<file path="config.mk">
export PLATFORM = sky130hd
export DESIGN_NAME = nvg_guard
export DESIGN_NICKNAME = d
export VERILOG_FILES = /design/src/hw/nvg_pkg.sv /design/src/hw/nvg_pwrt.sv /design/src/hw/nvg_array.sv /design/src/hw/nvg_guard.sv
export SDC_FILE = /design/constraint.sdc
export NUM_CORES = 2
export LEC_CHECK = 0
export CELL_PAD_IN_SITES_DETAIL_PLACEMENT = 1
export CELL_PAD_IN_SITES_GLOBAL_PLACEMENT = 2
export CORE_ASPECT_RATIO = 2
export CORE_UTILIZATION = 47
export CTS_BUF_LIST = sky130_fd_sc_hd__clkbuf_8
export DETAILED_ROUTE_END_ITERATION = 10
export DONT_BUFFER_PORTS = 1
export PLACE_DENSITY = 0.82
export SLEW_MARGIN = 0
export SYNTH_ARGS = -nofsm -noshare
export SYNTH_HDL_FRONTEND = slang
export SYNTH_SLANG_ARGS = --single-unit
</file>
<file path="constraint.sdc">
create_clock -name ref_clk -period 5.8 [get_ports ref_clk]
set_clock_uncertainty 0.1 [all_clocks]
set_input_delay 0.29 -clock ref_clk [delete_from_list [all_inputs] [get_ports ref_clk]]
set_output_delay 0.29 -clock ref_clk [all_outputs]
set_load 0.03 [all_outputs]
</file>
<file path="src/hw/nvg_pkg.sv">
// Package: register map, fields and timing of the data EEPROM write guard
package nvg_pkg;
  // Register byte addresses
  localparam logic [7:0] OFS_CONTROL   = 8'h00;
  localparam logic [7:0] OFS_UNLOCK    = 8'h04;
  localparam logic [7:0] OFS_ADDR_LO   = 8'h08;
  localparam logic [7:0] OFS_ADDR_HI   = 8'h0C;
  localparam logic [7:0] OFS_DATA_LO   = 8'h10;
  localparam logic [7:0] OFS_DATA_HI   = 8'h14;
  localparam logic [7:0] OFS_IRQ_EN    = 8'h18;
  localparam logic [7:0] OFS_IRQ_FLAG  = 8'h1C;
  localparam logic [7:0] OFS_IRQ_CLR   = 8'h20;
  // Control field positions
  localparam int CTL_RD     = 0;
  localparam int CTL_WR     = 1;
  localparam int CTL_PERMIT = 2;
  localparam int CTL_FAULT  = 3;
  localparam int CTL_ARRAY  = 7;
  // Done flag / enable position in the second flag register
  localparam int IRQ_DONE   = 4;
  // Implemented bit masks
  localparam logic [7:0] MASK_CONTROL = 8'h8F;
  localparam logic [7:0] MASK_ADDR_HI = 8'h1F;
  localparam logic [7:0] MASK_DATA_HI = 8'h3F;
  localparam logic [7:0] MASK_IRQ     = 8'hFD;
  // Reset values
  localparam logic [7:0] RST_REG8 = 8'h00;
  // Unlock keys
  localparam logic [7:0] KEY_FIRST  = 8'h55;
  localparam logic [7:0] KEY_SECOND = 8'hAA;
  // Timing
  localparam longint CLK_HZ         = 50000000;
  localparam longint PWRT_MS        = 64;
  localparam longint PWRT_CYCLES    = (PWRT_MS * CLK_HZ) / 1000;
  localparam int     WRITE_CYCLES   = 16;
  typedef enum logic [1:0] {US_IDLE, US_FIRST, US_ARMED} nvg_unlock_type;
endpackage : nvg_pkg

</file>
<file path="src/hw/nvg_pwrt.sv">
// Power-up timer: holds writes off for a fixed count after reset
`timescale 1ns/1ns
module nvg_pwrt #(
  parameter int unsigned COUNT = 32'(nvg_pkg::PWRT_CYCLES)
) (
  // Clock and reset
  input  wire logic ref_clk,
  input  wire logic rst,
  // Status
  output      logic running
);
  logic [31:0] cnt_r;

  always_ff @(posedge ref_clk) begin
    if (rst) begin
      cnt_r   <= 32'h0000_0000;
      running <= 1'b1;
    end else if (cnt_r < COUNT - 1) begin
      cnt_r   <= cnt_r + 32'h0000_0001;
      running <= 1'b1;
    end else begin
      running <= 1'b0;
    end
  end

  property p_count_min;
    @(posedge ref_clk) disable iff (rst) !running |-> (cnt_r >= COUNT - 1);
  endproperty
  a_count_min: assert property (p_count_min) else $error("timer ended early");
endmodule : nvg_pwrt

</file>
<file path="src/hw/nvg_array.sv">
// Byte-wide data EEPROM storage array
`timescale 1ns/1ns
module nvg_array #(
  parameter int DEPTH = 256,
  parameter int AW    = 8
) (
  // Clock
  input  wire logic          ref_clk,
  // Write port
  input  wire logic          we,
  input  wire logic [AW-1:0] waddr,
  input  wire logic [7:0]    wdata,
  // Read port
  input  wire logic [AW-1:0] raddr,
  output      logic [7:0]    rdata
);
  logic [7:0] mem [DEPTH];

  // Contents survive reset, as nonvolatile storage would
  always_ff @(posedge ref_clk) begin
    if (we) begin
      mem[waddr] <= wdata;
    end
    rdata <= mem[raddr];
  end
endmodule : nvg_array

</file>
<file path="src/hw/nvg_guard.sv">
// Data EEPROM access and write-protection logic with APB register slave
//
// Local design decisions: register access over APB and the placing of the registers.
`timescale 1ns/1ns
module nvg_guard #(
  parameter int          AW          = 8,
  parameter int unsigned PWRT_COUNT  = 32'(nvg_pkg::PWRT_CYCLES),
  parameter int          WRITE_COUNT = nvg_pkg::WRITE_CYCLES
) (
  // Clock and reset
  input  wire logic        ref_clk,
  input  wire logic        rst,
  // APB slave
  input  wire logic        psel,
  input  wire logic        penable,
  input  wire logic        pwrite,
  input  wire logic [7:0]  paddr,
  input  wire logic [31:0] pwdata,
  output      logic [31:0] prdata,
  output      logic        pready,
  output      logic        pslverr,
  // Configuration and external programmer
  input  wire logic        data_protect_config,
  input  wire logic        ext_rd_req,
  input  wire logic [7:0]  ext_addr,
  output      logic [7:0]  ext_rdata,
  output      logic        ext_refused,
  // Interrupt
  output      logic        irq
);
  logic        pwrt_running;
  logic [7:0]  ctl_r;
  logic [7:0]  addr_lo_r;
  logic [7:0]  addr_hi_r;
  logic [7:0]  data_lo_r;
  logic [7:0]  data_hi_r;
  logic [7:0]  irq_en_r;
  logic [7:0]  irq_flag_r;
  logic [7:0]  arr_rdata;
  logic [7:0]  arr_raddr;
  logic        arr_we;
  logic        busy_r;
  logic [15:0] wcnt_r;
  logic        rd_pend_r;
  logic        done_pulse;
  nvg_pkg::nvg_unlock_type ustate_r;

  wire logic wr_acc = psel && penable && pwrite;
  wire logic rd_acc = psel && penable && !pwrite;
  wire logic key_wr = wr_acc && hit(paddr, nvg_pkg::OFS_UNLOCK);

  function automatic logic hit(input logic [7:0] a, input logic [7:0] ofs);
    hit = (a == ofs);
  endfunction : hit

  // Upper word bits and unimplemented bits read as zero
  function automatic logic [31:0] rd8(input logic [7:0] v, input logic [7:0] msk);
    rd8 = {24'h000000, v & msk};
  endfunction : rd8

  nvg_pwrt #(.COUNT(PWRT_COUNT)) u_pwrt (
    .ref_clk (ref_clk),
    .rst     (rst),
    .running (pwrt_running)
  );

  // Unlock sequencer: any other bus access in between breaks it
  always_ff @(posedge ref_clk) begin
    if (rst) begin
      ustate_r <= nvg_pkg::US_IDLE;
    end else if (psel && penable) begin
      case (ustate_r)
        nvg_pkg::US_IDLE: begin
          if (key_wr && pwdata[7:0] == nvg_pkg::KEY_FIRST) begin
            ustate_r <= nvg_pkg::US_FIRST;
          end
        end
        nvg_pkg::US_FIRST: begin
          if (key_wr && pwdata[7:0] == nvg_pkg::KEY_SECOND) begin
            ustate_r <= nvg_pkg::US_ARMED;
          end else begin
            ustate_r <= nvg_pkg::US_IDLE;
          end
        end
        nvg_pkg::US_ARMED: ustate_r <= nvg_pkg::US_IDLE;
        default:           ustate_r <= nvg_pkg::US_IDLE;
      endcase
    end
  end

  // Write start is honoured only with permit, unlock and timer done
  wire logic wr_req   = wr_acc && hit(paddr, nvg_pkg::OFS_CONTROL) && pwdata[nvg_pkg::CTL_WR];
  wire logic wr_start = wr_req && !busy_r && ustate_r == nvg_pkg::US_ARMED
                        && ctl_r[nvg_pkg::CTL_PERMIT] && !pwrt_running;

  // Write timer standing in for the array's programming time
  always_ff @(posedge ref_clk) begin
    if (rst) begin
      busy_r <= 1'b0;
      wcnt_r <= 16'h0000;
    end else if (wr_start) begin
      busy_r <= 1'b1;
      wcnt_r <= 16'(WRITE_COUNT - 1);
    end else if (busy_r) begin
      if (wcnt_r == 16'h0000) begin
        busy_r <= 1'b0;
      end else begin
        wcnt_r <= wcnt_r - 16'h0001;
      end
    end
  end
  assign done_pulse = busy_r && wcnt_r == 16'h0000;
  // Commit at the end so an interrupted cycle never half-writes
  assign arr_we     = done_pulse;

  // Control register: reset clears permit
  always_ff @(posedge ref_clk) begin
    if (rst) begin
      ctl_r <= nvg_pkg::RST_REG8;
    end else begin
      if (wr_acc && hit(paddr, nvg_pkg::OFS_CONTROL)) begin
        ctl_r[nvg_pkg::CTL_PERMIT] <= pwdata[nvg_pkg::CTL_PERMIT];
        ctl_r[nvg_pkg::CTL_ARRAY]  <= pwdata[nvg_pkg::CTL_ARRAY];
        if (!pwdata[nvg_pkg::CTL_FAULT]) begin
          ctl_r[nvg_pkg::CTL_FAULT] <= 1'b0;
        end
        if (pwdata[nvg_pkg::CTL_RD] && !busy_r) begin
          ctl_r[nvg_pkg::CTL_RD] <= 1'b1;
        end
      end
      if (rd_pend_r) begin
        ctl_r[nvg_pkg::CTL_RD] <= 1'b0;
      end
      ctl_r[nvg_pkg::CTL_WR] <= wr_start || (busy_r && !done_pulse);
      // Attempted start without unlock or permit is flagged
      if (wr_req && !wr_start) begin
        ctl_r[nvg_pkg::CTL_FAULT] <= 1'b1;
      end
    end
  end

  // Address and data registers; read result lands in the data register
  always_ff @(posedge ref_clk) begin
    if (rst) begin
      addr_lo_r <= nvg_pkg::RST_REG8;
      addr_hi_r <= nvg_pkg::RST_REG8;
      data_lo_r <= nvg_pkg::RST_REG8;
      data_hi_r <= nvg_pkg::RST_REG8;
      rd_pend_r <= 1'b0;
    end else begin
      rd_pend_r <= wr_acc && hit(paddr, nvg_pkg::OFS_CONTROL)
                   && pwdata[nvg_pkg::CTL_RD] && !busy_r;
      if (wr_acc && hit(paddr, nvg_pkg::OFS_ADDR_LO)) begin
        addr_lo_r <= pwdata[7:0];
      end
      if (wr_acc && hit(paddr, nvg_pkg::OFS_ADDR_HI)) begin
        addr_hi_r <= pwdata[7:0] & nvg_pkg::MASK_ADDR_HI;
      end
      if (wr_acc && hit(paddr, nvg_pkg::OFS_DATA_HI)) begin
        data_hi_r <= pwdata[7:0] & nvg_pkg::MASK_DATA_HI;
      end
      if (rd_pend_r) begin
        data_lo_r <= arr_rdata;
      end else if (wr_acc && hit(paddr, nvg_pkg::OFS_DATA_LO)) begin
        data_lo_r <= pwdata[7:0];
      end
    end
  end

  // Array read port shared with the programmer, CPU has priority
  wire logic ext_ok = data_protect_config && !rd_pend_r;
  wire logic cpu_rd = wr_acc && hit(paddr, nvg_pkg::OFS_CONTROL);
  // A protected programmer never reaches the array; the CPU always does
  assign arr_raddr = (ext_rd_req && data_protect_config && !cpu_rd) ?
                     ext_addr : addr_lo_r;

  nvg_array #(.DEPTH(1 << AW), .AW(AW)) u_array (
    .ref_clk (ref_clk),
    .we      (arr_we),
    .waddr   (addr_lo_r[AW-1:0]),
    .wdata   (data_lo_r),
    .raddr   (arr_raddr[AW-1:0]),
    .rdata   (arr_rdata)
  );

  // Programmer port: refused outright while data is protected
  logic ext_pend_r;
  always_ff @(posedge ref_clk) begin
    if (rst) begin
      ext_pend_r  <= 1'b0;
      ext_rdata   <= nvg_pkg::RST_REG8;
      ext_refused <= 1'b0;
    end else begin
      ext_pend_r  <= ext_rd_req && ext_ok && !(wr_acc && hit(paddr, nvg_pkg::OFS_CONTROL));
      ext_refused <= ext_rd_req && !data_protect_config;
      if (ext_pend_r) begin
        ext_rdata <= arr_rdata;
      end else if (!data_protect_config) begin
        ext_rdata <= nvg_pkg::RST_REG8;
      end
    end
  end

  // Interrupt enable, sticky flags (set wins over clear), level output
  always_ff @(posedge ref_clk) begin
    if (rst) begin
      irq_en_r   <= nvg_pkg::RST_REG8;
      irq_flag_r <= nvg_pkg::RST_REG8;
      irq        <= 1'b0;
    end else begin
      if (wr_acc && hit(paddr, nvg_pkg::OFS_IRQ_EN)) begin
        irq_en_r <= pwdata[7:0] & nvg_pkg::MASK_IRQ;
      end
      if (wr_acc && hit(paddr, nvg_pkg::OFS_IRQ_CLR)) begin
        irq_flag_r <= irq_flag_r & ~pwdata[7:0];
      end
      if (done_pulse) begin
        irq_flag_r[nvg_pkg::IRQ_DONE] <= 1'b1;
      end
      irq <= |(irq_flag_r & irq_en_r);
    end
  end

  // APB read mux, zero wait states
  always_ff @(posedge ref_clk) begin
    if (rst) begin
      prdata  <= 32'h0000_0000;
      pready  <= 1'b0;
      pslverr <= 1'b0;
    end else begin
      pready  <= psel && !penable;
      pslverr <= 1'b0;
      prdata  <= 32'h0000_0000;
      if (psel && !penable) begin
        case (paddr)
          nvg_pkg::OFS_CONTROL:  prdata <= {24'h000000, ctl_r & nvg_pkg::MASK_CONTROL};
          nvg_pkg::OFS_UNLOCK:   prdata <= 32'h0000_0000;
          nvg_pkg::OFS_ADDR_LO:  prdata <= {24'h000000, addr_lo_r};
          nvg_pkg::OFS_ADDR_HI:  prdata <= rd8(addr_hi_r, nvg_pkg::MASK_ADDR_HI);
          nvg_pkg::OFS_DATA_LO:  prdata <= {24'h000000, data_lo_r};
          nvg_pkg::OFS_DATA_HI:  prdata <= rd8(data_hi_r, nvg_pkg::MASK_DATA_HI);
          nvg_pkg::OFS_IRQ_EN:   prdata <= {24'h000000, irq_en_r & nvg_pkg::MASK_IRQ};
          nvg_pkg::OFS_IRQ_FLAG: prdata <= {24'h000000, irq_flag_r & nvg_pkg::MASK_IRQ};
          nvg_pkg::OFS_IRQ_CLR:  prdata <= 32'h0000_0000;
          default:               pslverr <= 1'b1;
        endcase
      end
    end
  end

  // Checks
  property p_permit_reset;
    @(posedge ref_clk) $rose(rst) |=> !ctl_r[nvg_pkg::CTL_PERMIT];
  endproperty
  a_permit_reset: assert property (p_permit_reset) else $error("permit not cleared");

  property p_pwrt_block;
    @(posedge ref_clk) disable iff (rst) pwrt_running |-> !wr_start;
  endproperty
  a_pwrt_block: assert property (p_pwrt_block) else $error("write during power-up");

  property p_need_unlock;
    @(posedge ref_clk) disable iff (rst)
      wr_start |-> ustate_r == nvg_pkg::US_ARMED && ctl_r[nvg_pkg::CTL_PERMIT];
  endproperty
  a_need_unlock: assert property (p_need_unlock) else $error("write without unlock");

  property p_no_stray_we;
    @(posedge ref_clk) disable iff (rst) arr_we |-> ctl_r[nvg_pkg::CTL_WR];
  endproperty
  a_no_stray_we: assert property (p_no_stray_we) else $error("write outside a cycle");

  property p_fault_flag;
    @(posedge ref_clk) disable iff (rst) wr_req && !wr_start |=> ctl_r[nvg_pkg::CTL_FAULT];
  endproperty
  a_fault_flag: assert property (p_fault_flag) else $error("refused start not flagged");

  property p_ext_refuse;
    @(posedge ref_clk) disable iff (rst)
      ext_rd_req && !data_protect_config |=> ext_refused ##1 (ext_rdata == 8'h00);
  endproperty
  a_ext_refuse: assert property (p_ext_refuse) else $error("protected data leaked");

  property p_read_byte;
    @(posedge ref_clk) disable iff (rst) rd_pend_r |=> data_lo_r == $past(arr_rdata);
  endproperty
  a_read_byte: assert property (p_read_byte) else $error("read byte not loaded");

  property p_zero_bits;
    @(posedge ref_clk) disable iff (rst) prdata[31:8] == 24'h000000 && addr_hi_r[7:5] == 3'h0;
  endproperty
  a_zero_bits: assert property (p_zero_bits) else $error("unimplemented bits set");

  property p_done_flag;
    @(posedge ref_clk) disable iff (rst) done_pulse |=> irq_flag_r[nvg_pkg::IRQ_DONE];
  endproperty
  a_done_flag: assert property (p_done_flag) else $error("done flag missing");

  property p_irq_gate;
    @(posedge ref_clk) disable iff (rst)
      irq_flag_r[nvg_pkg::IRQ_DONE] && irq_en_r[nvg_pkg::IRQ_DONE] |=> irq;
  endproperty
  a_irq_gate: assert property (p_irq_gate) else $error("irq not raised");

  // Catches an interrupt that stays up after a mask or clear
  property p_irq_cause;
    @(posedge ref_clk) disable iff (rst)
      irq |-> $past(irq_flag_r[nvg_pkg::IRQ_DONE] && irq_en_r[nvg_pkg::IRQ_DONE]);
  endproperty
  a_irq_cause: assert property (p_irq_cause) else $error("irq without enabled flag");
endmodule : nvg_guard

</file>
=== Word level (Yosys, flattened, before mapping) ===
Memories as Yosys holds them, arrays and structs flattened. A register that Yosys moved wholly into a read port is not among the register bits.
Cells that the tools add are included.

* Output and inout bits: 44
* Logic and storage cells: 130
* RAM bits: 2048
* Memories: 1
* Memory bits (read-only): 0
* Latch bits: 0
* Register bits after elaboration: 145
* Input port bits: 55

* $mul: 0
* Bitwise logic cells: 5
* Divide/modulo/power cells: 0
* Reduce and logical (&&, ||, !) cells: 56
* Shifts and indexed selects: 0
* Eq/ne operators: 16
* $add $sub $neg: 2
* Magnitude comparators: 1
* Mux-type cells: 24

{| class="wikitable"
|+ Memory list
! name !! words !! bits a word !! read ports !! clocked after memory_dff !! wr ports !! RTL line !! RTL
|-
| u_array.mem || 256 || 8 || 1 || 1 || 1 || nvg_array.sv:17 || <nowiki>logic [7:0] mem [DEPTH];</nowiki>
|}

{| class="wikitable"
|+ Operator list
! cell !! count
|-
| $pmux W8 S7 || 1
|-
| $mux W8 || 5
|-
| $add A32 B1 Y32 const B || 1
|-
| $eq A8 B5 Y1 const B || 4
|-
| $lt A32 B22 Y1 const B || 1
|-
| $logic_and A1 B1 Y1 || 30
|-
| $and A8 B8 Y8 || 2
|-
| $eq A8 B4 Y1 const B || 2
|-
| $logic_not A16 Y1 || 1
|-
| $sub A16 B1 Y16 const B || 1
|-
| $mux W4 || 3
|-
| $mux W1 || 10
|-
| $reduce_and A2 Y1 || 5
|-
| $reduce_or A9 Y1 || 1
|-
| $eq A8 B3 Y1 const B || 1
|-
| $eq A8 B6 Y1 const B || 1
|-
| $eq A8 B7 Y1 const B || 1
|-
| $eq A8 B8 Y1 const B || 1
|-
| $logic_not A1 Y1 || 8
|-
| $logic_not A8 Y1 || 1
|-
| $not A8 Y8 || 1
|-
| $reduce_bool A2 Y1 || 4
|-
| $reduce_or A8 Y1 || 1
|-
| $mux W2 || 3
|-
| other kinds (10) || 15
|}

=== Longest topological paths before layout ===
* Depth in word-level cells: 12
* Depth in mapped cells: 16

=== By module ===
Synthesis repeated with hierarchy kept, for this count alone.

* Cells, all modules: 4386
* Area total of the unflattened synthesis: 85398.2 sq um

{| class="wikitable"
|+ By module, submodules not included
! module !! cells each !! times used !! sequential area each (sq um) !! area an instance (sq um)
|-
| nvg_array || 3733 || 1 || 61659.1 || 79556.3
|-
| nvg_guard || 474 || 1 || 1721.7 || 4284.1
|-
| nvg_pwrt || 179 || 1 || 660.6 || 1557.7
|}

=== Least setup slack after synthesis ===
Ideal clock, no wire load.

* Kind: register to register
* From: register data_lo_r[0]
* To: register prdata[0]
* Setup time: 66 ps
* Buffers on the path: 0
* Path slack: 1376 ps
* Arrival time: 4258 ps
* Stages on the path, launching flop included: 5
* Path through: dfxtp_1 a22oi_1 o22ai_1 a221oi_1 nor2_1

* Word-level cells in the longest chain between the ends: 1

{| class="wikitable"
|+ RTL lines
! item !! RTL line !! RTL
|-
| start, declared || nvg_guard.sv:35 || <nowiki>logic [7:0] data_lo_r;</nowiki>
|-
| start signal, assigned || nvg_guard.sv:147 || <nowiki>data_lo_r <= nvg_pkg::RST_REG8;</nowiki>
|-
| start signal, assigned || nvg_guard.sv:163 || <nowiki>data_lo_r <= arr_rdata;</nowiki>
|-
| start signal, assigned || nvg_guard.sv:165 || <nowiki>data_lo_r <= pwdata[7:0];</nowiki>
|-
| $pmux W8 S7 || nvg_guard.sv:235 || <nowiki>case (paddr)</nowiki>
|-
| end signal, assigned || nvg_guard.sv:236 || <nowiki>nvg_pkg::OFS_CONTROL: prdata <= {24'h000000, ctl_r & nvg_pkg::MASK_CONTROL};</nowiki>
|-
| end signal, assigned || nvg_guard.sv:238 || <nowiki>nvg_pkg::OFS_ADDR_LO: prdata <= {24'h000000, addr_lo_r};</nowiki>
|-
| end signal, assigned || nvg_guard.sv:239 || <nowiki>nvg_pkg::OFS_ADDR_HI: prdata <= rd8(addr_hi_r, nvg_pkg::MASK_ADDR_HI);</nowiki>
|-
| end, declared || nvg_guard.sv:19 || <nowiki>output logic [31:0] prdata,</nowiki>
|}

No other way between the ends.
A chain may end at the register's enable or synchronous reset.

=== Worst setup path in the final report ===
* From: input port paddr[4]
* To: register u_array.rdata[2], read port of u_array.mem

* Word-level cells in the longest chain between the ends: 5

{| class="wikitable"
|+ RTL lines
! item !! RTL line !! RTL
|-
| start, declared || nvg_guard.sv:17 || <nowiki>input wire logic [7:0] paddr,</nowiki>
|-
| $logic_not A8 Y1 || nvg_guard.sv:53 || <nowiki>hit = (a == ofs);</nowiki>
|-
| $logic_and A1 B1 Y1 || nvg_guard.sv:172 || <nowiki>wire logic cpu_rd = wr_acc && hit(paddr, nvg_pkg::OFS_CONTROL);</nowiki>
|-
| $logic_not A1 Y1 || nvg_guard.sv:174 || <nowiki>assign arr_raddr = (ext_rd_req && data_protect_config && !cpu_rd) ?</nowiki>
|-
| $logic_and A1 B1 Y1 || nvg_guard.sv:174 ||
|-
| $mux W8 || nvg_guard.sv:174 ||
|-
| end, declared || nvg_array.sv:15 || <nowiki>output logic [7:0] rdata</nowiki>
|}

No other way between the ends.

==> impl_metrics.tcl <==
set metrics [dict create \
    status "finished clean" \
    die-height_um 615 \
    die_w_um 309 \
    power.share.sequential 0.566 \
    wl_um 331000 \
    syn_avg_cell_area_um2 12.8 \
    detail-route-antenna-nets 0 \
    maxCapViolCount 0 \
    num_vias 62600 \
    finalCritPeriodShare 0.931 \
    ff2ff_path_depth 8 \
    initial_core_util 0.474 \
    cp-startpoint "paddr[4]" \
    syn_to_final_growth_pct 12.3 \
    drt_iter0_drc 6467 \
    pre_cts_slack_ns 0.0447 \
    synth_enable_flop_cells 2048 \
    grt-ovfl-total 0 \
    synth.distinct_cells 82 \
    rsz0062_at_grt "false" \
    power.density_mw_per_mm2 302 \
    cts_buffers 310 \
    hold_viol_final 0 \
    viasPerCell 6.33 \
    clkLatencyLatePin_ns 0.96 \
    crit_path_start_kind "input port" \
    tightest_slew_ns 1.37 \
    p_leak_uw 0.0354 \
    cts.sinks 2175 \
    endpoint_kind "flop" \
    crit_path_max_fanout 29 \
    ys_seq_area_frac 0.725 \
    synth_cells 6903 \
    grt_max_degree 167 \
    slew_headroom 0.0824 \
    cts_tree "yes" \
    portBuffers 0 \
    r2r-start "wcnt_r[4]" \
    drc 0 \
    nNetsFinal 7225 \
    clkTransAtPathRegs_ns 0.07 \
    crit_end "u_array.rdata[2]" \
    min-delay-path-class "in2reg" \
    drtPass1Iterations 5 \
    fmax_ghz 0.185 \
    grt_usage 0.346 \
    syn_area_mm2 0.0884 \
    power_frac_clock 0.385 \
    drive_above_1_share 0.115 \
    cts_root_buf "clkbuf_8" \
    timing.rr.end "u_array.mem[96][5]" \
    critical_path_class "in2reg" \
    antenna_found_initial 10 \
    setup_violations 0 \
    design.die.area_mm2 0.190 \
    p_comb_frac 0.049 \
    gp_congestion 0.944 \
    crit_arrival_ns 6.16 \
    synth-async-reset-ratio 0 \
    n_fill_cell 18600 \
    wl_per_cell_um 33.4 \
    core_area_mm2 0.186 \
    grt_pass1_wl_um 465000 \
    seq_area_mm2 0.0641 \
    multi_input_area_mm2 0.0223 \
    worstPathRequired_ns 6.56 \
    r2r_slack_ns 0.52 \
    internal_power_uw 22900 \
    grt_pass1_vias 65300 \
    ir_drop_uv 169 \
    p_switching_uw 7050 \
    finalMaxSlewViolations 0 \
    timing.final.ws_setup_ns 0.403 \
    ctsHtreeMaxLevel 5 \
    switching_share 0.235 \
    post_cts.repair.setup_buffers 0 \
    min_period_ns 5.40 \
    dp_hpwl_um 209000 \
    fin_setup_tns_ns 0 \
    synth_top_flop_cell "edfxtp_1" \
    yosysWarnings 0 \
    num_rows 224 \
    cts.path.max_buffers 4 \
    io_pins 99 \
    synth_seq_cells 2175 \
]
==> registers in the layout, summed over array words and instances (netlist names), 6 cells and up <==
signal and cells:
wcnt_r 16, u_array.mem 2048, irq_flag_r 7, data_lo_r 8, u_pwrt.cnt_r 32, prdata 8, ext_rdata 8, data_hi_r 6
u_array.rdata 8, addr_lo_r 8, irq_en_r 7
==> worst max-delay path, cell delays in order <==
cell	delay, ns
dlygate4sd3_1	0.63
or4_1	0.78
o41a_4	0.68
nor2_8	0.82
buf_12	0.29
buf_4	0.39
nand2_1	0.09
a31o_2	0.25
a31oi_1	0.30
a31oi_1	0.16
nor3_2	0.45
buf_4	0.22
o221ai_1	0.36
o32ai_1	0.37
==> power groups by stage <==
stage,logic [µW],registers [µW],clock network [µW]
final,1480,17000,11500
after global routing,1510,16900,12200
after CTS,1440,17000,11600
after detailed placement,1380,17300,0
after global placement,1360,17300,0
after floorplan,738,17300,0
==> placed cells by master, fill, tap and decap left out, types with 13 or more instances in the layout <==
master and n:
clkinv_1 71, a311oi_1 140, nor3_1 56, o22ai_1 19, a21oi_1 149, o21ai_0 83, clkbuf_8 329, a32oi_1 39
buf_12 60, a31oi_1 132, dfxtp_1 119, clkinv_2 35, nand4_1 26, nand3_1 513, edfxtp_1 2048, nor2_1 382
mux2i_1 105, a2111oi_0 28, conb_1 24, inv_1 101, nor4_1 19, a211oi_1 128, and3_1 261, xor2_1 18
a22oi_1 25, buf_4 324, nand2_1 1780, or3_1 13, dlygate4sd3_1 44, nor2b_1 22, o2111ai_1 16, a311o_1 23
mux2_2 16
==> how the worst min path moves through the flow <==
stage / start / to / slack [ns] / depth (start not counted)
after floorplan: pwdata[7] / irq_flag_r[7] / 0.28 / 1
after global placement: data_protect_config / ext_refused / 0.27 / 1
after global routing: psel / pready / 0.08 / 2
final: pwrite / rd_pend_r / 0.04 / 3
after CTS: psel / pready / 0.01 / 2
after detailed placement: data_protect_config / ext_refused / 0.27 / 1
==> through the flow <==
step           instance area, µm²  utilization  hold WS, ns  total power, µW  instances
4_1_cts                     99200        0.532       0.0147            30000       9886
5_1_grt                     99200        0.532       0.0799            30600       9888
6_report                    99200        0.532       0.0410            30000       9896
2_1_floorplan               88400            -        0.278            18000       6926
3_3_place_gp                93100        0.499        0.269            18700       9297
3_5_place_dp                93100        0.499        0.272            18700       9297
==> kinds of logic after synthesis <==
family	after synthesis	synth area share
AOI/OAI and AO/OA	915	0.0755
adders and majority gates	2	0.000283
buffers and inverters	506	0.0277
DFF	2175	0.725
other	1	0.0000424
and+or+nand+nor	3145	0.154
muxes	129	0.0151
xor gates and xnor gates	30	0.00297
==> timing repair <==
item | in CTS | in global routing
setup endpoints to repair | 0 | 1
hold endpoints to repair | 127 | 0
resized for setup | 0 | 1
hold buffers | 45 | 0
==> final cells by class <==
class | count | share of cell area
diodes | 10 | 0.000252
clock buffers | 329 | 0.0456
clock inverters | 215 | 0.0110
inverters | 7 | 0.000265
multi-input cells | 4245 | 0.224
flip-flops and latches | 2175 | 0.646
well taps | 2486 | 0.0314
repair buffers | 429 | 0.0413
==> cell usage after synthesis, types with 19 or more instances <==
cell type | count | share of area
nand3_1 | 519 | 0.029
a2111oi_0 | 30 | 0.0030
o22ai_1 | 19 | 0.0013
dfxtp_1 | 127 | 0.029
o21ai_0 | 83 | 0.0047
nand4_1 | 26 | 0.0018
nor2_1 | 389 | 0.017
a311o_1 | 23 | 0.0026
nand2_1 | 1786 | 0.076
a22oi_1 | 25 | 0.0021
buf_1 | 22 | 0.00093
edfxtp_1 | 2048 | 0.70
a21oi_1 | 149 | 0.0084
a31oi_1 | 132 | 0.0093
a32oi_1 | 39 | 0.0039
and3_1 | 261 | 0.018
a211oi_1 | 128 | 0.011
buf_4 | 49 | 0.0042
a311oi_1 | 140 | 0.014
nor3_1 | 58 | 0.0033
nor4_1 | 21 | 0.0015
clkbuf_1 | 172 | 0.0073
nor2b_1 | 22 | 0.0016
mux2i_1 | 110 | 0.012
buf_2 | 249 | 0.014
==> routing by layer <==
layer,share of wire,vias to the layer above,global-route usage
li1,-,26200,-
met1,0.33,32100,0.368
met2,0.49,3209,0.577
met3,0.081,1150,0.0740
met4,0.10,14,0.302
met5,0.00036,-,0.00129
No activity file was read; power rests on OpenSTA's default activity.
